File: src/core/ebz_pkg.sv
package ebz_pkg;
   localparam int ZONES = 3;
   localparam int ZW = 2;
   localparam int EXT_AW = 19;
   localparam int EXT_DW = 16;
   localparam int CW = 5;
   localparam int WSW = 8;

   // Register byte addresses on the plain register port.
   localparam logic [7:0] REG_ZONE_BASE = 8'h00;
   localparam logic [7:0] REG_CLKCFG = 8'h0c;
   localparam logic [7:0] REG_STATUS = 8'h10;

   // Field positions inside each zone_phase_timing_reg.
   localparam int F_WR_TRAIL = 0;
   localparam int F_WR_ACT = 2;
   localparam int F_WR_LEAD = 5;
   localparam int F_RD_TRAIL = 7;
   localparam int F_RD_ACT = 9;
   localparam int F_RD_LEAD = 12;
   localparam int F_READY_USE = 14;
   localparam int F_READY_ASYNC = 15;
   localparam int F_DOUBLE = 16;
   localparam logic [31:0] TIMING_MASK = 32'h0001_ffff;
   localparam logic [31:0] TIMING_RESET = 32'h0001_3fff;

   // Clock configuration bits.
   localparam int F_TIM_HALF = 0;
   localparam int F_XCLK_HALF = 1;
   localparam logic [1:0] CLKCFG_RESET = 2'h0;

   // Status layout.
   localparam int F_ST_BUSY = 4;
   localparam int F_ST_WS = 8;

   localparam logic [EXT_AW-1:0] ADDR_RESET = 19'h00001;
   localparam logic [CW-1:0] CNT_LAST = 5'h01;

   typedef enum logic [3:0] {
      EBZ_IDLE = 4'h1,
      EBZ_LEAD = 4'h2,
      EBZ_ACT = 4'h4,
      EBZ_TRAIL = 4'h8
   } ebz_phase_t;

   function automatic logic [CW-1:0] ebz_scale(input logic [2:0] v, input logic dbl);
      ebz_scale = dbl ? {1'b0, v, 1'b0} : {2'b00, v};
   endfunction
endpackage

File: src/core/ebz_tick_if.sv
`timescale 1ns/10ps
interface ebz_tick_if;
   logic tim_half;
   logic xclk_half;
   logic tim_en;
   logic xclk;
   modport gen (input tim_half, input xclk_half, output tim_en, output xclk);
   modport use_side (output tim_half, output xclk_half, input tim_en, input xclk);
endinterface

File: src/core/ebz_tick_gen.sv
`timescale 1ns/10ps
module ebz_tick_gen
   import ebz_pkg::*;
(
   input wire logic ref_clk,
   input wire logic reset,
   ebz_tick_if.gen tk
);
   // The timing clock is ref_clk/2 or ref_clk/4, so an equal-rate bus clock
   // can still be built from flops with a clean high and low half.
   logic [2:0] div_cnt;
   logic [2:0] next_div_cnt;
   logic [1:0] tim_mask;
   logic [1:0] xsel;

   always_comb begin
      next_div_cnt = div_cnt + 3'h1;
      tim_mask = tk.tim_half ? 2'h3 : 2'h1;
      xsel = 2'(tk.tim_half) + 2'(tk.xclk_half);
   end

   always_ff @(posedge ref_clk) begin
      if (reset) begin
         div_cnt <= 3'h0;
      end else begin
         div_cnt <= next_div_cnt;
      end
   end

   always_ff @(posedge ref_clk) begin
      if (reset) begin
         tk.tim_en <= 1'b0;
         tk.xclk <= 1'b0;
      end else begin
         tk.tim_en <= (next_div_cnt[1:0] & tim_mask) == tim_mask;
         tk.xclk <= ~next_div_cnt[xsel];
      end
   end
endmodule

File: src/core/ebz_zone_timer.sv
// Decided for this implementation: strobed register access and the placing of the registers.
`timescale 1ns/10ps
// Notes on behaviour
// - Every access runs lead, then active, then trail phase; a zero lead or trail setting skips that phase.
// - Each zone owns a timing register applied to its own accesses.
// - Read lead lasts setting ticks, doubled when doubling is on.
// - Read active lasts setting (doubled if on) plus wait states plus one.
// - Read trail lasts setting ticks, doubled when doubling is on.
// - Writes use the same formulas with the write settings.
// - With ready ignored no wait states are ever inserted.
// - Strobes and chip selects change only on timing clock ticks.
// - Bus clock output equals timing clock or half of it.
// - Between accesses address holds, lowest address bit stays high.
module ebz_zone_timer
   import ebz_pkg::*;
(
   input wire logic ref_clk,
   input wire logic reset,
   input wire logic [7:0] reg_addr,
   input wire logic [31:0] reg_wdata,
   input wire logic reg_wr,
   input wire logic reg_rd,
   output logic [31:0] reg_rdata,
   input wire logic acc_valid,
   output logic acc_ready,
   input wire logic acc_write,
   input wire logic [ZW-1:0] acc_zone,
   input wire logic [EXT_AW-1:0] acc_addr,
   input wire logic [1:0] acc_be,
   input wire logic [EXT_DW-1:0] acc_wdata,
   output logic acc_done,
   output logic [EXT_DW-1:0] acc_rdata,
   output logic [EXT_AW-1:0] ext_addr,
   output logic [EXT_DW-1:0] ext_data_out,
   output logic ext_data_oe,
   input wire logic [EXT_DW-1:0] ext_data_in,
   output logic [ZONES-1:0] zone_chip_select_n,
   output logic read_strobe_n,
   output logic write_strobe_lo_n,
   output logic write_strobe_hi_n,
   input wire logic ext_ready_in,
   output logic ext_bus_clock_out
);
   ebz_tick_if tk ();
   logic [31:0] zone_phase_timing_reg [ZONES];
   logic [1:0] clk_cfg;
   ebz_phase_t state, next_state;
   logic [CW-1:0] cnt, next_cnt;
   logic [WSW-1:0] hw_wait_states;
   logic pend, wr_q;
   logic [ZW-1:0] zone_q;
   logic [1:0] be_q;
   logic [EXT_AW-1:0] addr_q;
   logic rdy_s1, rdy_s2, rdy_s3, ready_ok;
   logic [EXT_DW-1:0] din_s1, din_s2;
   logic [31:0] cfg;
   logic phase_doubling, ready_input_use, ready_sampling_async;
   logic [CW-1:0] lead_len, act_len, trail_len;
   logic is_wait;
   logic [1:0] rd_cap_q, done_q;
   assign tk.tim_half = clk_cfg[F_TIM_HALF];
   assign tk.xclk_half = clk_cfg[F_XCLK_HALF];
   assign ext_bus_clock_out = tk.xclk;
   ebz_tick_gen u_tick (
      .ref_clk(ref_clk),
      .reset(reset),
      .tk(tk)
   );
   always_ff @(posedge ref_clk) begin
      if (reset) begin
         clk_cfg <= CLKCFG_RESET;
         for (int i = 0; i < ZONES; i++) begin
            zone_phase_timing_reg[i] <= TIMING_RESET;
         end
      end else if (reg_wr) begin
         if (reg_addr == REG_CLKCFG) begin
            clk_cfg <= reg_wdata[1:0];
         end
         for (int i = 0; i < ZONES; i++) begin
            if (reg_addr == REG_ZONE_BASE + 8'(4 * i)) begin
               zone_phase_timing_reg[i] <= reg_wdata & TIMING_MASK;
            end
         end
      end
   end
   always_ff @(posedge ref_clk) begin
      if (reset) begin
         reg_rdata <= 32'h0;
      end else begin
         reg_rdata <= 32'h0;
         if (reg_rd) begin
            if (reg_addr == REG_CLKCFG) begin
               reg_rdata <= {30'h0, clk_cfg};
            end else if (reg_addr == REG_STATUS) begin
               reg_rdata <= {16'h0, hw_wait_states, 3'h0, state != EBZ_IDLE, state};
            end
            for (int i = 0; i < ZONES; i++) begin
               if (reg_addr == REG_ZONE_BASE + 8'(4 * i)) begin
                  reg_rdata <= zone_phase_timing_reg[i];
               end
            end
         end
      end
   end
   // Asynchronous mode adds a third flop for settling, at one more cycle of ready delay.
   always_ff @(posedge ref_clk) begin
      if (reset) begin
         rdy_s1 <= 1'b0;
         rdy_s2 <= 1'b0;
         rdy_s3 <= 1'b0;
         din_s1 <= '0;
         din_s2 <= '0;
      end else begin
         rdy_s1 <= ext_ready_in;
         rdy_s2 <= rdy_s1;
         rdy_s3 <= rdy_s2;
         din_s1 <= ext_data_in;
         din_s2 <= din_s1;
      end
   end
   always_comb begin
      cfg = zone_phase_timing_reg[zone_q];
      phase_doubling = cfg[F_DOUBLE];
      ready_input_use = cfg[F_READY_USE];
      ready_sampling_async = cfg[F_READY_ASYNC];
      ready_ok = ready_sampling_async ? rdy_s3 : rdy_s2;
      if (wr_q) begin
         lead_len = ebz_scale({1'b0, cfg[F_WR_LEAD +: 2]}, phase_doubling);
         act_len = ebz_scale(cfg[F_WR_ACT +: 3], phase_doubling) + CNT_LAST;
         trail_len = ebz_scale({1'b0, cfg[F_WR_TRAIL +: 2]}, phase_doubling);
      end else begin
         lead_len = ebz_scale({1'b0, cfg[F_RD_LEAD +: 2]}, phase_doubling);
         act_len = ebz_scale(cfg[F_RD_ACT +: 3], phase_doubling) + CNT_LAST;
         trail_len = ebz_scale({1'b0, cfg[F_RD_TRAIL +: 2]}, phase_doubling);
      end
   end
   assign acc_ready = (state == EBZ_IDLE) && !pend && (acc_zone < ZW'(ZONES));
   // Phases advance only on timing clock ticks; a zero lead or trail setting skips that phase.
   always_comb begin
      next_state = state;
      next_cnt = cnt;
      is_wait = 1'b0;
      if (tk.tim_en) begin
         unique case (state)
            EBZ_IDLE: begin
               if (pend) begin
                  if (lead_len != '0) begin
                     next_state = EBZ_LEAD;
                     next_cnt = lead_len;
                  end else begin
                     next_state = EBZ_ACT;
                     next_cnt = act_len;
                  end
               end
            end
            EBZ_LEAD: begin
               if (cnt == CNT_LAST) begin
                  next_state = EBZ_ACT;
                  next_cnt = act_len;
               end else begin
                  next_cnt = cnt - CNT_LAST;
               end
            end
            EBZ_ACT: begin
               if (cnt != CNT_LAST) begin
                  next_cnt = cnt - CNT_LAST;
               end else if (ready_input_use && !ready_ok) begin
                  is_wait = 1'b1;
               end else if (trail_len != '0) begin
                  next_state = EBZ_TRAIL;
                  next_cnt = trail_len;
               end else begin
                  next_state = EBZ_IDLE;
               end
            end
            EBZ_TRAIL: begin
               if (cnt == CNT_LAST) begin
                  next_state = EBZ_IDLE;
               end else begin
                  next_cnt = cnt - CNT_LAST;
               end
            end
         endcase
      end
   end
   always_ff @(posedge ref_clk) begin
      if (reset) begin
         state <= EBZ_IDLE;
         cnt <= '0;
      end else begin
         state <= next_state;
         cnt <= next_cnt;
      end
   end
   always_ff @(posedge ref_clk) begin
      if (reset) begin
         pend <= 1'b0;
         wr_q <= 1'b0;
         zone_q <= '0;
         be_q <= 2'h0;
         addr_q <= ADDR_RESET;
         ext_data_out <= '0;
      end else if (acc_valid && acc_ready) begin
         pend <= 1'b1;
         wr_q <= acc_write;
         zone_q <= acc_zone;
         be_q <= acc_be;
         addr_q <= acc_addr;
         ext_data_out <= acc_wdata;
      end else if (state == EBZ_IDLE && next_state != EBZ_IDLE) begin
         pend <= 1'b0;
      end
   end
   always_ff @(posedge ref_clk) begin
      if (reset) begin
         hw_wait_states <= '0;
      end else if (state == EBZ_IDLE && next_state != EBZ_IDLE) begin
         hw_wait_states <= '0;
      end else if (is_wait && hw_wait_states != '1) begin
         hw_wait_states <= hw_wait_states + WSW'(1);
      end
   end
   // Pins are registered from the next phase so they move with the tick edge.
   always_ff @(posedge ref_clk) begin
      if (reset) begin
         zone_chip_select_n <= '1;
         read_strobe_n <= 1'b1;
         write_strobe_lo_n <= 1'b1;
         write_strobe_hi_n <= 1'b1;
         ext_data_oe <= 1'b0;
      end else begin
         zone_chip_select_n <= (next_state != EBZ_IDLE) ? ~(ZONES'(1) << zone_q) : '1;
         read_strobe_n <= !(next_state == EBZ_ACT && !wr_q);
         write_strobe_lo_n <= !(next_state == EBZ_ACT && wr_q && be_q[0]);
         write_strobe_hi_n <= !(next_state == EBZ_ACT && wr_q && be_q[1]);
         ext_data_oe <= (next_state != EBZ_IDLE) && wr_q;
      end
   end
   // Pin data lag two cycles in the synchroniser, so capture and done wait for them.
   always_ff @(posedge ref_clk) begin
      if (reset) begin
         ext_addr <= ADDR_RESET;
         acc_rdata <= '0;
         acc_done <= 1'b0;
         rd_cap_q <= 2'h0;
         done_q <= 2'h0;
      end else begin
         done_q <= {done_q[0], (state != EBZ_IDLE) && (next_state == EBZ_IDLE)};
         acc_done <= done_q[1];
         if (state == EBZ_IDLE && next_state != EBZ_IDLE) begin
            ext_addr <= addr_q;
         end else if (state != EBZ_IDLE && next_state == EBZ_IDLE) begin
            ext_addr[0] <= 1'b1;
         end
         rd_cap_q <= {rd_cap_q[0], state == EBZ_ACT && next_state != EBZ_ACT && !wr_q};
         if (rd_cap_q[1]) begin
            acc_rdata <= din_s2;
         end
      end
   end
   logic [WSW-1:0] ph_ticks;
   always_ff @(posedge ref_clk) begin
      if (reset || next_state != state) begin
         ph_ticks <= '0;
      end else if (tk.tim_en) begin
         ph_ticks <= ph_ticks + WSW'(1);
      end
   end
   lead_length_a: assert property (@(posedge ref_clk) disable iff (reset)
      state == EBZ_LEAD && next_state != EBZ_LEAD |-> ph_ticks + WSW'(1) == WSW'(lead_len))
      else $error("lead phase length wrong");
   active_length_a: assert property (@(posedge ref_clk) disable iff (reset)
      state == EBZ_ACT && next_state != EBZ_ACT
      |-> ph_ticks + WSW'(1) == WSW'(act_len) + hw_wait_states)
      else $error("active phase length wrong");
   trail_length_a: assert property (@(posedge ref_clk) disable iff (reset)
      state == EBZ_TRAIL && next_state != EBZ_TRAIL |-> ph_ticks + WSW'(1) == WSW'(trail_len))
      else $error("trail phase length wrong");
   no_wait_a: assert property (@(posedge ref_clk) disable iff (reset)
      state == EBZ_ACT && !ready_input_use |-> hw_wait_states == '0)
      else $error("wait state with ready ignored");
   tick_only_a: assert property (@(posedge ref_clk) disable iff (reset)
      !$stable(state) |-> $past(tk.tim_en))
      else $error("phase moved off a tick");
   strobe_active_a: assert property (@(posedge ref_clk) disable iff (reset)
      !read_strobe_n || !write_strobe_lo_n || !write_strobe_hi_n |-> state == EBZ_ACT)
      else $error("strobe outside active phase");
   cs_span_a: assert property (@(posedge ref_clk) disable iff (reset)
      state != EBZ_IDLE |-> zone_chip_select_n == ~(ZONES'(1) << zone_q))
      else $error("chip select not held for access");
   addr_lsb_a: assert property (@(posedge ref_clk) disable iff (reset)
      state == EBZ_IDLE |-> ext_addr[0] && $stable(ext_addr[EXT_AW-1:1]))
      else $error("address not held between accesses");
endmodule

File: config.mk
export PLATFORM = sky130hd
export DESIGN_NAME = ebz_zone_timer
export DESIGN_NICKNAME = d
export VERILOG_FILES = /design/src/core/ebz_pkg.sv /design/src/core/ebz_tick_if.sv /design/src/core/ebz_tick_gen.sv /design/src/core/ebz_zone_timer.sv
export SDC_FILE = /design/constraint.sdc
export NUM_CORES = 1
export LEC_CHECK = 0
export BUFFER_PORTS_ARGS = -buffer_cell sky130_fd_sc_hd__buf_2
export CAP_MARGIN = 40
export CORE_UTILIZATION = 45
export DETAILED_ROUTE_END_ITERATION = 16
export GPL_ROUTABILITY_DRIVEN = 0
export PLACE_DENSITY = 0.68
export SETUP_SLACK_MARGIN = 0.02
export SYNTH_ARGS = -nofsm -noshare
export SYNTH_HDL_FRONTEND = slang
export SYNTH_HIERARCHICAL = 1
export SYNTH_SLANG_ARGS = --single-unit
File: constraint.sdc
create_clock -name ref_clk -period 3.1 [get_ports ref_clk]
set_clock_uncertainty 0.05 [all_clocks]
set_input_delay 0.62 -clock ref_clk [delete_from_list [all_inputs] [get_ports ref_clk]]
set_output_delay 0.62 -clock ref_clk [all_outputs]
set_load 0.005 [all_outputs]
# Word level (Yosys, flattened, before mapping)
# Memories as Yosys holds them, arrays and structs flattened. A register that Yosys moved wholly into a read port is not among the register bits.
# Cells that the tools add are included.
# op_classes
addsub	6
eq_ne	21
shift	1
n_bitwise	8
n_reduce_logical	30
magnitude_cmp	2
mux	62
# ops
cell	n
32-bit two-way mux	3
17-bit two-way mux	3
5-bit two-way mux	8
4-bit two-way mux	9
16-bit two-way mux	2
1-bit two-way mux	24
3-bit two-way mux	7
5-bit case mux with 4 select lines	1
8-bit by 4-bit equality test with 1-bit output, second input constant	2
4-bit case mux with 4 select lines	1
1-bit logical AND	14
4-bit by 1-bit adder with 5-bit output, second input constant	2
5-bit nonzero test	2
8-bit by 1-bit adder with 8-bit output, second input constant	1
4-bit by 1-bit equality test with 1-bit output, second input constant	2
4-bit by 3-bit equality test with 1-bit output, second input constant	2
8-bit by 3-bit equality test with 1-bit output, second input constant	1
8-bit by 5-bit equality test with 1-bit output, second input constant	1
8-bit zero test	1
4-bit by 1-bit != test with 1-bit output, second input constant	2
8-bit != test, second input constant	1
1-bit zero test	6
2-bit two-way mux	3
3-bit != test, second input constant	2
other kinds (22)	30
# word_totals
n_memories	1
ff_bits	179
output_inout_bits	93
mem_bits_rw	51
# memory_table
memory	depth	word_bits	rd	rd_ports_with_merged_regs	wr	line	text
zone_phase_timing_reg	3	17	4	1	3	ebz_zone_timer.sv:45	logic [31:0] zone_phase_timing_reg [ZONES];

# Longest topological paths before layout
# Gate-level depths: netlist (run 1).
# logic_depth
word_depth	12
ltp_mapped	12

# Hierarchy
# The synthesis (run 1) kept the hierarchy.
# modules_own_cells
module	cells_per_inst	area_each_um2	n_inst
ebz_zone_timer	836	8550.7	1
ebz_tick_gen	18	192.7	1

# Worst setup path before layout (run 1)
# Ideal clock, no wire load.
# synth_path
path_type	input to register
from	in reg_addr[7]
to	mem zone_phase_timing_reg[2][0] (netlist bit), enable pin
arrival_ns	2.619
n_path_buf	2
setup_ns	0.373
path_slack_ns	0.057
path_stages	7
path_cell_list	or4_1 -> nor3_1 -> and3b_1 -> clkbuf_1 -> clkbuf_1 -> nand2_1 -> nand2_1
# synth_rtl
item	line	text
from (decl)	ebz_zone_timer.sv:19	input wire logic [7:0] reg_addr,
to (decl)	ebz_zone_timer.sv:45	

# Worst setup path after layout (run 1)
# layout_path
from	reg state[0]
to	out acc_ready
# layout_via
elab_chain_cells	3
# layout_rtl
item	line	text
from (decl)	ebz_zone_timer.sv:47	ebz_phase_t state, next_state;
from (signal assigned)	ebz_zone_timer.sv:191	state <= next_state;
4-bit by 1-bit equality test with 1-bit output	ebz_zone_timer.sv:137	assign acc_ready = (state == EBZ_IDLE) && !pend && (acc_zone < ZW'(ZONES));
1-bit logical AND (2 in a row)	ebz_zone_timer.sv:137	
to (decl)	ebz_zone_timer.sv:25	output logic acc_ready,
# No other way between the ends.

==> impl_results.md, run 1 <==
* Slowest CP cell: or4_1
* Sink Count at around 220
* Clock-pin transition on the worst setup and hold timing paths at 0.06 ns
* Register bit count reported by yosys at ~220
* CP endpoint kind: primary output
* RSZ-0062 raised after global routing: false
* Clk pwr share at 43.5%
* Layout cells sized above 1 at a little over a quarter
* F_max at between 0.3 and 0.4 GHz
* PortBufs at roughly 160
* Setup ws final at about 0.15 ns
* Worst path required time at between 2 and 2.5 ns
* Starting Density at 46.3%
* Synth warn at 6
* Logic pwr share at between 10% and 20%
* Switching power total at between 0.0015 and 0.002 W
* Clock latency at the later pin of the worst-skew pair at around 0.5 ns
* Pre-CTS setup slack at 0.102 ns
* Clk root buf: clkbuf_16
* CP Class: flop to primary output
* Core box area at roughly 0.019 mm^2
* Syn Inst Count at ~850
* Die Area at between 0.015 and 0.02 mm^2
* Sw frac at between 20% and 30%
* Crit path DAT at about 2.3 ns
* Drt via density at about 5.2
* I/O pins at 195
* Routed len/inst at between 15 and 20 um
* Chip height at approximately 140 um
* DRT iter0 DRCs at ~450
* Final setup viols at 0
* Worst path cell trace: inv_1, or4_1, a211oi_2, buf_2
* Max Slew Vio Count at 0
* Top_reg_cell synth: dfxtp_1
* Max-slew headroom at 42.8%
* HP Class: primary input to flop
* Post-Syn Area at 0.00874 mm^2
* Vias in the first global route at 6410
* Max_cap viols at 0
* Asr flop ratio synth at 0%
* Max IR drop VDD at between 0.4 and 0.5 mV
* Critical path launch point type: flop
* Post-route cell area at approximately 0.011 mm^2
* First-pass GRT wire length at 32700 um
* Final Hold Fails at 0
* Placed cell area at about 0.010 mm^2
* Peak fanout along the critical path at 7
* Pin count of the biggest net entering global routing at 75
* Min Tclk post-route at around 3 ns
* LEAKAGE at 4.37 nW
* Slowest stage delay, CP at between 0.7 and 0.8 ns
* Seq pwr share at 45.9%
* Setup TNS at 0 ns
* Antenna violations before repair at 0
* Final #Nets at 1142
* Status: complete, no violations
* Vias at approximately 7000
* Largest register FFs at 51
* Seq/Total Area, Yosys at between 50% and 60%
* TritonCTS clock tree: yes
* DPL Wire Length at around 15000 um
* Internal Power at 0.00516 W
* DRC viols at 0
* Tightest Pin Transition at roughly 0.86 ns
* Pre-antenna DRT Iters at 5
* H-tree Lvls at 1
* Final period utilization at between 90% and 100%
* Die W at about 140 um
* Avg Inst Size Synth at between 10 and 15 um^2
* Max Buffers Root-to-Sink at 3
* Post-synth cell types at 70
* Power Density at just over 600 mW/mm^2
* Antenna Violating Nets Remaining at 0
* GRT overflow at 0
* Ant. Diodes at 0
* Layout area overhead at 23.9%
* Number of synthesized flops with an enable pin at between 50 and 60
* CTS Buf Count at 23
* Rows at 50
* Global-route usage over all layers at between 20% and 30%
* WL final at 20900 um
placed cells by master (no fill, tap or decap), types with 5 or more instances in the layout:
master and n:
o211ai_1 6, nor2_1 63, clkbuf_8 5, o21ai_0 20, ha_1 8, nand3_1 18
dfxtp_1 165, mux2i_1 49, clkbuf_16 23, a22oi_1 22, a211oi_1 5, buf_4 35
mux2_2 13, conb_1 15, inv_1 18, buf_2 163, edfxtp_1 51, nand2b_1 18
a31oi_1 5, xnor2_1 9, nand2_1 106, a21oi_1 65, and2_1 6, nor3_1 18
nor2b_1 41
worst max-delay path: cells and delay by family (launching register included):
kind                   cells  cell delay (ns)
flip-flops                 1             0.45
buffers and inverters      2             0.29
AO/OA/AOI/OAI              1             0.31
AND/OR/NAND/NOR            1             0.71
Yosys cell counts (all sizes together), types with 3 or more instances:
cell type    n  area share [%]
nor3        20             1.3
clkbuf      38             1.6
o211ai       7            0.76
a21boi       3            0.26
a21oi       65             3.7
inv         19            0.82
ha           8             1.1
dfxtp      166              38
a2111oi      3            0.30
nand2      106             4.6
mux4         4             1.0
buf         26             2.0
nor2b       41             2.9
nor4         6            0.43
edfxtp      51              18
nor2        63             2.7
or4          4            0.39
a221oi       4            0.40
nand2b      18             1.3
o21ai       21             1.2
mux2        14             1.8
or4b         3            0.34
nand3       18             1.0
nor3b        3            0.26
xnor2        9            0.90
and3         3            0.21
a31oi        5            0.36
a211oi       8            0.74
a22oi       22             1.9
mux2i       49             5.6
and2         6            0.43
or2          3            0.21
nand4        4            0.29
path summary, 6_finish.rpt:
| path | startpoint | to | slack (ns) | cells past startpoint |
|---|---|---|---|---|
| min reg2reg | be_q[1] | write_strobe_hi_n | 0.37 | 1 |
| max | state[0] | acc_ready | 0.15 | 4 |
| max reg2reg | cnt[1] | hw_wait_states[6] | 0.19 | 9 |
| min | ext_data_in[7] | din_s1[7] | 0.26 | 2 |
power by group through the flow:
| stage | Clock [W] | Sequential [W] | Combinational, W |
|---|---|---|---|
| after floorplan | 0 | 0.00313 | 0.000465 |
| after global placement | 0 | 0.00315 | 0.000703 |
| after detailed placement | 0 | 0.00315 | 0.000711 |
| after CTS | 0.00299 | 0.00309 | 0.000716 |
| after global routing | 0.00310 | 0.00310 | 0.000788 |
| final | 0.00293 | 0.00309 | 0.000718 |
cell type report:
type	count	area, um^2
repair buffers	203	1170
fillers	1694	8060
clock buffers	29	648
clock inverters	13	184
well taps	260	325
inverters	19	71.3
multi-input cells	568	3580
flip-flops and latches	217	4860
repair_timing:
item / in CTS / in global routing
hold buffers: 0 / 0
buffers inserted: 0 / 0
resized for setup: 0 / 3
endpoints found under the setup margin: 0 / 13
metrics by stage:
stage / utilization (%) / cells / hold WS [ns] / total power, W
after CTS: 57.3 / 1309 / 0.249 / 0.00680
after global placement: 52.8 / 1266 / 0.352 / 0.00385
after global routing: 57.3 / 1309 / 0.252 / 0.00699
after detailed placement: 52.9 / 1267 / 0.351 / 0.00386
final: 57.3 / 1309 / 0.262 / 0.00674
after floorplan: - / 868 / 0.321 / 0.00360
logic make-up after synthesis:
| kind of cell | synth area share (%) |
|---|---|
| AND/OR/NAND/NOR | 17.4 |
| other | 0.0429 |
| buffers and inverters | 4.44 |
| AO/OA/AOI/OAI | 12.0 |
| multiplexers | 8.44 |
| flip-flops | 55.5 |
| XOR/XNOR | 1.00 |
| adder cells (fa/ha/maj) | 1.14 |
per-layer routing:
layer	routed length, um	track usage [%]	vias to the layer above
met4	492	6.51	0
met2	10200	35.1	226
met3	1310	3.91	35
met1	8970	26.2	3263
met5	0	0	-
li1	-	-	3339
(Power assumes the default switching activity.)
==> run 2: changes to the inputs <==
BUFFER_PORTS_ARGS = -buffer_cell sky130_fd_sc_hd__buf_4   (was -buffer_cell sky130_fd_sc_hd__buf_2)
PLACE_DENSITY = 0.65   (was 0.68)
clock period = 3.3 ns   (was 3.1 ns; I/O delays follow)
==> impl_results.md, run 2 (synthesized netlist as in run 1, its figures left out) <==
* Status: complete, no violations (unchanged)
* Multi-input gate area at 0.00357 mm^2 (was 0.00358 mm^2)
* DPL Wire Length at 14800 um (was 14700 um)
* RSZ-0062 raised after global routing: false (unchanged)
* Worst path required time at 2.59 ns (was 2.43 ns)
* Critical path launch point type: flop (unchanged)
* Antenna violations before repair at 0 (unchanged)
* Pre-CTS setup slack at 0.164 ns (was 0.102 ns)
* PortBufs at 164 (unchanged)
* F_max at approximately 0.32 GHz
* Die Area at 0.0200 mm^2 (unchanged)
* Largest register FFs at 51 (unchanged)
* Pre-antenna DRT Iters at 7 (was 5)
* Crit path DAT at 2.42 ns (was 2.28 ns)
* H-tree Lvls at 1 (unchanged)
* Global-route usage over all layers at 20.9% (was 20.5%)
* I/O pins at 195 (unchanged)
* # fillers at 1680 (was 1694)
* Pin count of the biggest net entering global routing at 55 (was 75)
* Final setup viols at 0 (unchanged)
* Vias in the first global route at 6307 (was 6410)
* LEAKAGE at 4.36 nW (was 4.37 nW)
* DRC viols at 0 (unchanged)
* Commonest non-fill, non-tap cells in the layout: buf_4, dfxtp_1, nand2_1, a21oi_1, nor2_1 (was dfxtp_1, buf_2, nand2_1, a21oi_1, nor2_1)
* Worst Setup EP: acc_ready (unchanged)
* WL met1 at 9350 um (was 8970 um)
* CP Class: flop to primary output (unchanged)
* Drt via density at 5.17 (was 5.24)
* Core Util, Final at 58.6% (was 57.3%)
* Max_cap viols at 0 (unchanged)
* Sequential Area at 0.00485 mm^2 (was 0.00486 mm^2)
* Ant. Diodes at 0 (unchanged)
* Final period utilization at between 90 and 100%
* Clock-pin transition on the worst setup and hold timing paths at 0.06 ns (about the same)
* Inst Count DP at 1256 (was 1267)
* Max Slew Vio Count at 0 (unchanged)
* HP Class: primary input to flop (unchanged)
* TritonCTS clock tree: yes (unchanged)
* FF-to-FF Start: cnt[0] (was cnt[1])
* Clock latency at the later pin of the worst-skew pair at 0.52 ns (was 0.51 ns)
* Tightest Pin Transition at 0.811 ns (was 0.858 ns)
* Core box area at 0.0189 mm^2 (unchanged)
* CP endpoint kind: primary output (unchanged)
* GRT overflow at 0 (unchanged)
* Routed len/inst at 16.2 um (was 16.0 um)
* Final Hold Fails at 0 (unchanged)
* Rows at 50 (unchanged)
* Final #Nets at 1132 (was 1142)
* Met3 WL at 1250 um (was 1310 um)
* CTS Buf Count at 24 (was 23)
* DRT iter0 DRCs at 445 (was 448)
* Starting Density at 46.3% (unchanged)
* Reg2reg path depth at 10 (was 9)
* Peak fanout along the critical path at 7 (unchanged)
* Layout cells sized above 1 at 25.1% (was 26.4%)
* WL final at 21100 um (was 20900 um)
* Min Tclk post-route at around 3.1 ns
* Vias at 6720 (was 6863)
* First-pass GRT wire length at 33000 um (was 32700 um)
* Antenna Violating Nets Remaining at 0 (unchanged)
* Postcts setup bufs at 0 (unchanged)
* Clk root buf: clkbuf_16 (unchanged)
* DR WL met2 at 9970 um (was 10200 um)
* Setup ws final at 0.170 ns (was 0.153 ns)
* Commonest non-fill, non-tap cell in the layout: buf_4 (was dfxtp_1)
* Power Total at 0.00614 W (was 0.00674 W)
* CTS Hold Buffers Added at 0 (unchanged)
* Top sig layer: met4 (unchanged)
* CP Launch Point: state[0] (unchanged)
* Setup TNS at 0 ns (unchanged)
* Critical R2R Capture: hw_wait_states[1] (was hw_wait_states[6])
* Chip height at 141 um (unchanged)
* Die W at 141 um (unchanged)
* Sink Count at 217 (unchanged)
* Max Buffers Root-to-Sink at 3 (unchanged)
* Power Density at 554 mW/mm^2 (was 623 mW/mm^2)
* Max-slew headroom at 44.6% (was 42.8%)
* R2R setup slack at 0.24 ns (was 0.19 ns)
* Layout area overhead at 26.6% (was 23.9%)
* Max IR drop VDD at 0.391 mV (was 0.438 mV)
* Fin cells at 1299 (was 1309)
-- run 2: where the power goes --
part | leakage, nW | total, W | internal, W | switching, W
Combinational | 2.12 | 0.000695 | 0.000326 | 0.000369
Sequential | 1.86 | 0.00291 | 0.00284 | 0.0000748
Clock | 0.368 | 0.00253 | 0.00147 | 0.00106
-- run 2: layout make-up --
cell class | count | area share, %
inverters | 19 | 0.644
clock buffers | 32 | 5.88
flip-flops and latches | 217 | 43.9
well taps | 260 | 2.94
multi-input cells | 568 | 32.3
repair buffers | 192 | 13.5
clock inverters | 11 | 0.870
-- run 2: how the worst min path moves through the flow --
stage	from	to	slack (ns)	depth (start not counted)
2_1_floorplan	be_q[1]	write_strobe_hi_n	0.32	1
3_3_place_gp	be_q[1]	write_strobe_hi_n	0.33	1
3_5_place_dp	be_q[1]	write_strobe_hi_n	0.34	1
4_1_cts	acc_addr[0]	addr_q[0]	0.28	3
5_1_grt	ext_data_in[0]	din_s1[0]	0.29	2
6_report	ext_data_in[7]	din_s1[7]	0.30	2
-- run 2: layer usage --
layer / vias up / global-route usage [%]
li1: 3329 / -
met1: 3129 / 28.3
met2: 221 / 34.7
met3: 41 / 3.34
met4: 0 / 6.11
met5: - / 0
-- run 2: timing repair --
item	4_1_cts	5_1_grt
endpoints found under the setup margin	0	11
gates resized for setup	0	1
endpoints found under the hold margin	0	0
-- run 2: through the flow --
stage	instance area, um^2	hold WS, ns
floorplan	8800	0.321
global placement	10300	0.332
global route	11100	0.290
detailed placement	10300	0.340
CTS	11100	0.284
finish	11100	0.301
-- run 2: worst max-delay path, cell delays in order (launching register included) --
cell	delay, ns
dfxtp_1	0.48
inv_1	0.14
or4_1	0.68
a211oi_1	0.41
buf_4	0.20
==> run 3: changes to the inputs <==
==> constraint.sdc (replaced) <==
create_clock -name ref_clk -period 3.3 [get_ports ref_clk]
set_clock_uncertainty 0.05 [all_clocks]
set_input_delay 0.33 -clock ref_clk [delete_from_list [all_inputs] [get_ports ref_clk]]
set_output_delay 0.33 -clock ref_clk [all_outputs]
set_load 0.005 [all_outputs]
==> impl_results.md, run 3 (synthesized netlist as in run 1, its figures left out) <==
* LEAKAGE at 4.56 nW (was 4.36 nW)
* CTS Buf Count at 24 (unchanged)
* Largest register FFs at 51 (unchanged)
* PortBufs at 164 (unchanged)
* HP Class: primary input to flop (unchanged)
* Multi-input gate area at 0.00357 mm^2 (about the same)
* Tightest Pin Transition at 0.779 ns (was 0.811 ns)
* PostCTS Resize Cnt at 0 (unchanged)
* DPL Wire Length at 14500 um (was 14800 um)
* Core Util, Final at 61.2% (was 58.6%)
* Worst path required time at 3.71 ns (was 2.59 ns)
* Rows at 50 (unchanged)
* # fillers at 1625 (was 1680)
* Die W at 141 um (unchanged)
* Final Hold Fails at 0 (unchanged)
* Postcts setup bufs at 0 (unchanged)
* Fin cells at 1347 (was 1299)
* Placed cell area at 0.0103 mm^2 (about the same)
* Pin count of the biggest net entering global routing at 75 (was 55)
* Post-route cell area at 0.0116 mm^2 (was 0.0111 mm^2)
* Peak fanout along the critical path at 8 (was 7)
* Final setup viols at 0 (unchanged)
* Antenna violations before repair at 1 (was 0)
* F_max at 0.331 GHz (was 0.319 GHz)
* Setup TNS at 0 ns (unchanged)
* Final period utilization at 91.4% (was 94.9%)
* Clk root buf: clkbuf_16 (unchanged)
* Ant. Diodes at 0 (unchanged)
* I/O pins at 195 (unchanged)
* Crit path DAT at 3.42 ns (was 2.42 ns)
* Antenna Violating Nets Remaining at 0 (unchanged)
* Power Density at 538 mW/mm^2 (was 554 mW/mm^2)
* Pre-antenna DRT Iters at 6 (was 7)
* H-tree Lvls at 1 (unchanged)
* Commonest non-fill, non-tap cell in the layout: buf_4 (unchanged)
* GRT overflow at 0 (unchanged)
* Layout cells sized above 1 at 24.1% (was 25.1%)
* GRT met1 Usage at 28.7% (was 28.3%)
* Max IR drop VDD at 0.493 mV (was 0.391 mV)
* Clock-pin transition on the worst setup and hold timing paths at 0.06 ns (about the same)
* Critical path launch point type: flop (unchanged)
* Global-route usage over all layers at 21.5% (was 20.9%)
* Power Total at 0.00621 W (was 0.00614 W)
* Routed len/inst at 16.0 um (was 16.2 um)
* GRT busiest layer: met2 (unchanged)
* Max Slew Vio Count at 0 (unchanged)
* Min Tclk post-route at 3.02 ns (was 3.13 ns)
* Starting Density at 46.3% (unchanged)
* Sequential Area at 0.00485 mm^2 (unchanged)
* Clock latency at the later pin of the worst-skew pair at 0.53 ns (was 0.52 ns)
* M3 GR Usage at 3.07% (was 3.34%)
* Sink Count at 217 (unchanged)
* DRT iter0 DRCs at 432 (was 445)
* Inst Count DP at 1257 (was 1256)
* Final #Nets at 1183 (was 1132)
* Status: complete, no violations (unchanged)
* Met2 usage at 34.8% (was 34.7%)
* DRC viols at 0 (unchanged)
* CP Class: flop to flop (was flop to primary output)
* WL final at 21500 um (was 21100 um)
* Layout area overhead at 32.2% (was 26.6%)
* Vias in the first global route at 6565 (was 6307)
* RSZ-0062 raised after global routing: false (unchanged)
* TritonCTS clock tree: yes (unchanged)
* Chip height at 141 um (unchanged)
* Drt via density at 5.10 (was 5.17)
* Commonest non-fill, non-tap cells in the layout: buf_4, dfxtp_1, nand2_1, a21oi_1, nor2_1 (unchanged)
* CP endpoint kind: flop (was primary output)
* Vias at 6873 (was 6720)
* Max Buffers Root-to-Sink at 3 (unchanged)
* Die Area at 0.0200 mm^2 (unchanged)
* Max-slew headroom at 48.1% (was 44.6%)
* Core box area at 0.0189 mm^2 (unchanged)
* First-pass GRT wire length at 34000 um (was 33000 um)
* CTS Hold Buffers Added at 50 (was 0)
* Max_cap viols at 0 (unchanged)
-- run 3: changes by cell type in the layout (fill, tap and decap cells not counted), moves of 2 or more --
cell | previous run | this run
clkbuf_8 | 2 | 4
dlygate4sd3_1 | 0 | 50
buf_4 | 187 | 190
buf_12 | 4 | 2
clkinv_2 | 6 | 4
clkbuf_1 | 6 | 2
-- run 3: power by group --
part	total, W	internal, W	switching (W)
sequential	0.00291	0.00284	0.0000761
clock	0.00256	0.00150	0.00107
combinational	0.000737	0.000362	0.000375
total	0.00621	0.00469	0.00152
-- run 3: critical path, cell delays in order (launching register included) --
cell      delay [ns]
dfxtp_1         0.40
ha_1            0.19
or4b_1          0.53
nor3_2          0.18
o211ai_1        0.22
a211oi_1        0.41
o211ai_4        0.16
ha_1            0.26
or2_2           0.40
a21oi_1         0.14
-- run 3: final timing paths --
check	from	end	slack, ns	depth (start not counted)
max	cnt[0]	hw_wait_states[1]	0.28	9
min	acc_addr[7]	addr_q[7]	0.01	3
min reg2reg	be_q[1]	write_strobe_hi_n	0.36	1
max reg2reg	cnt[0]	hw_wait_states[1]	0.28	9
-- run 3: per-stage QoR --
stage,hold slack [ns],setup WS (ns)
2_1_floorplan,0.321,0.390
3_3_place_gp,0.331,0.329
3_5_place_dp,0.338,0.298
4_1_cts,0.00251,0.287
5_1_grt,0.0129,0.0616
6_report,0.0125,0.283
-- run 3: per-layer routing --
metal / up-vias / part of all wire, %
li1: 3428 / -
met1: 3172 / 45
met2: 210 / 46
met3: 63 / 5.6
met4: 0 / 4.2
met5: - / 0
-- run 3: cell type report --
cell class	instances	area share [%]
clock inverter	10	0.812
timing repair buffer	243	17.2
multi-input combinational	568	30.9
tap	260	2.82
inverter	19	0.617
sequential	217	42.0
clock buffer	30	5.74
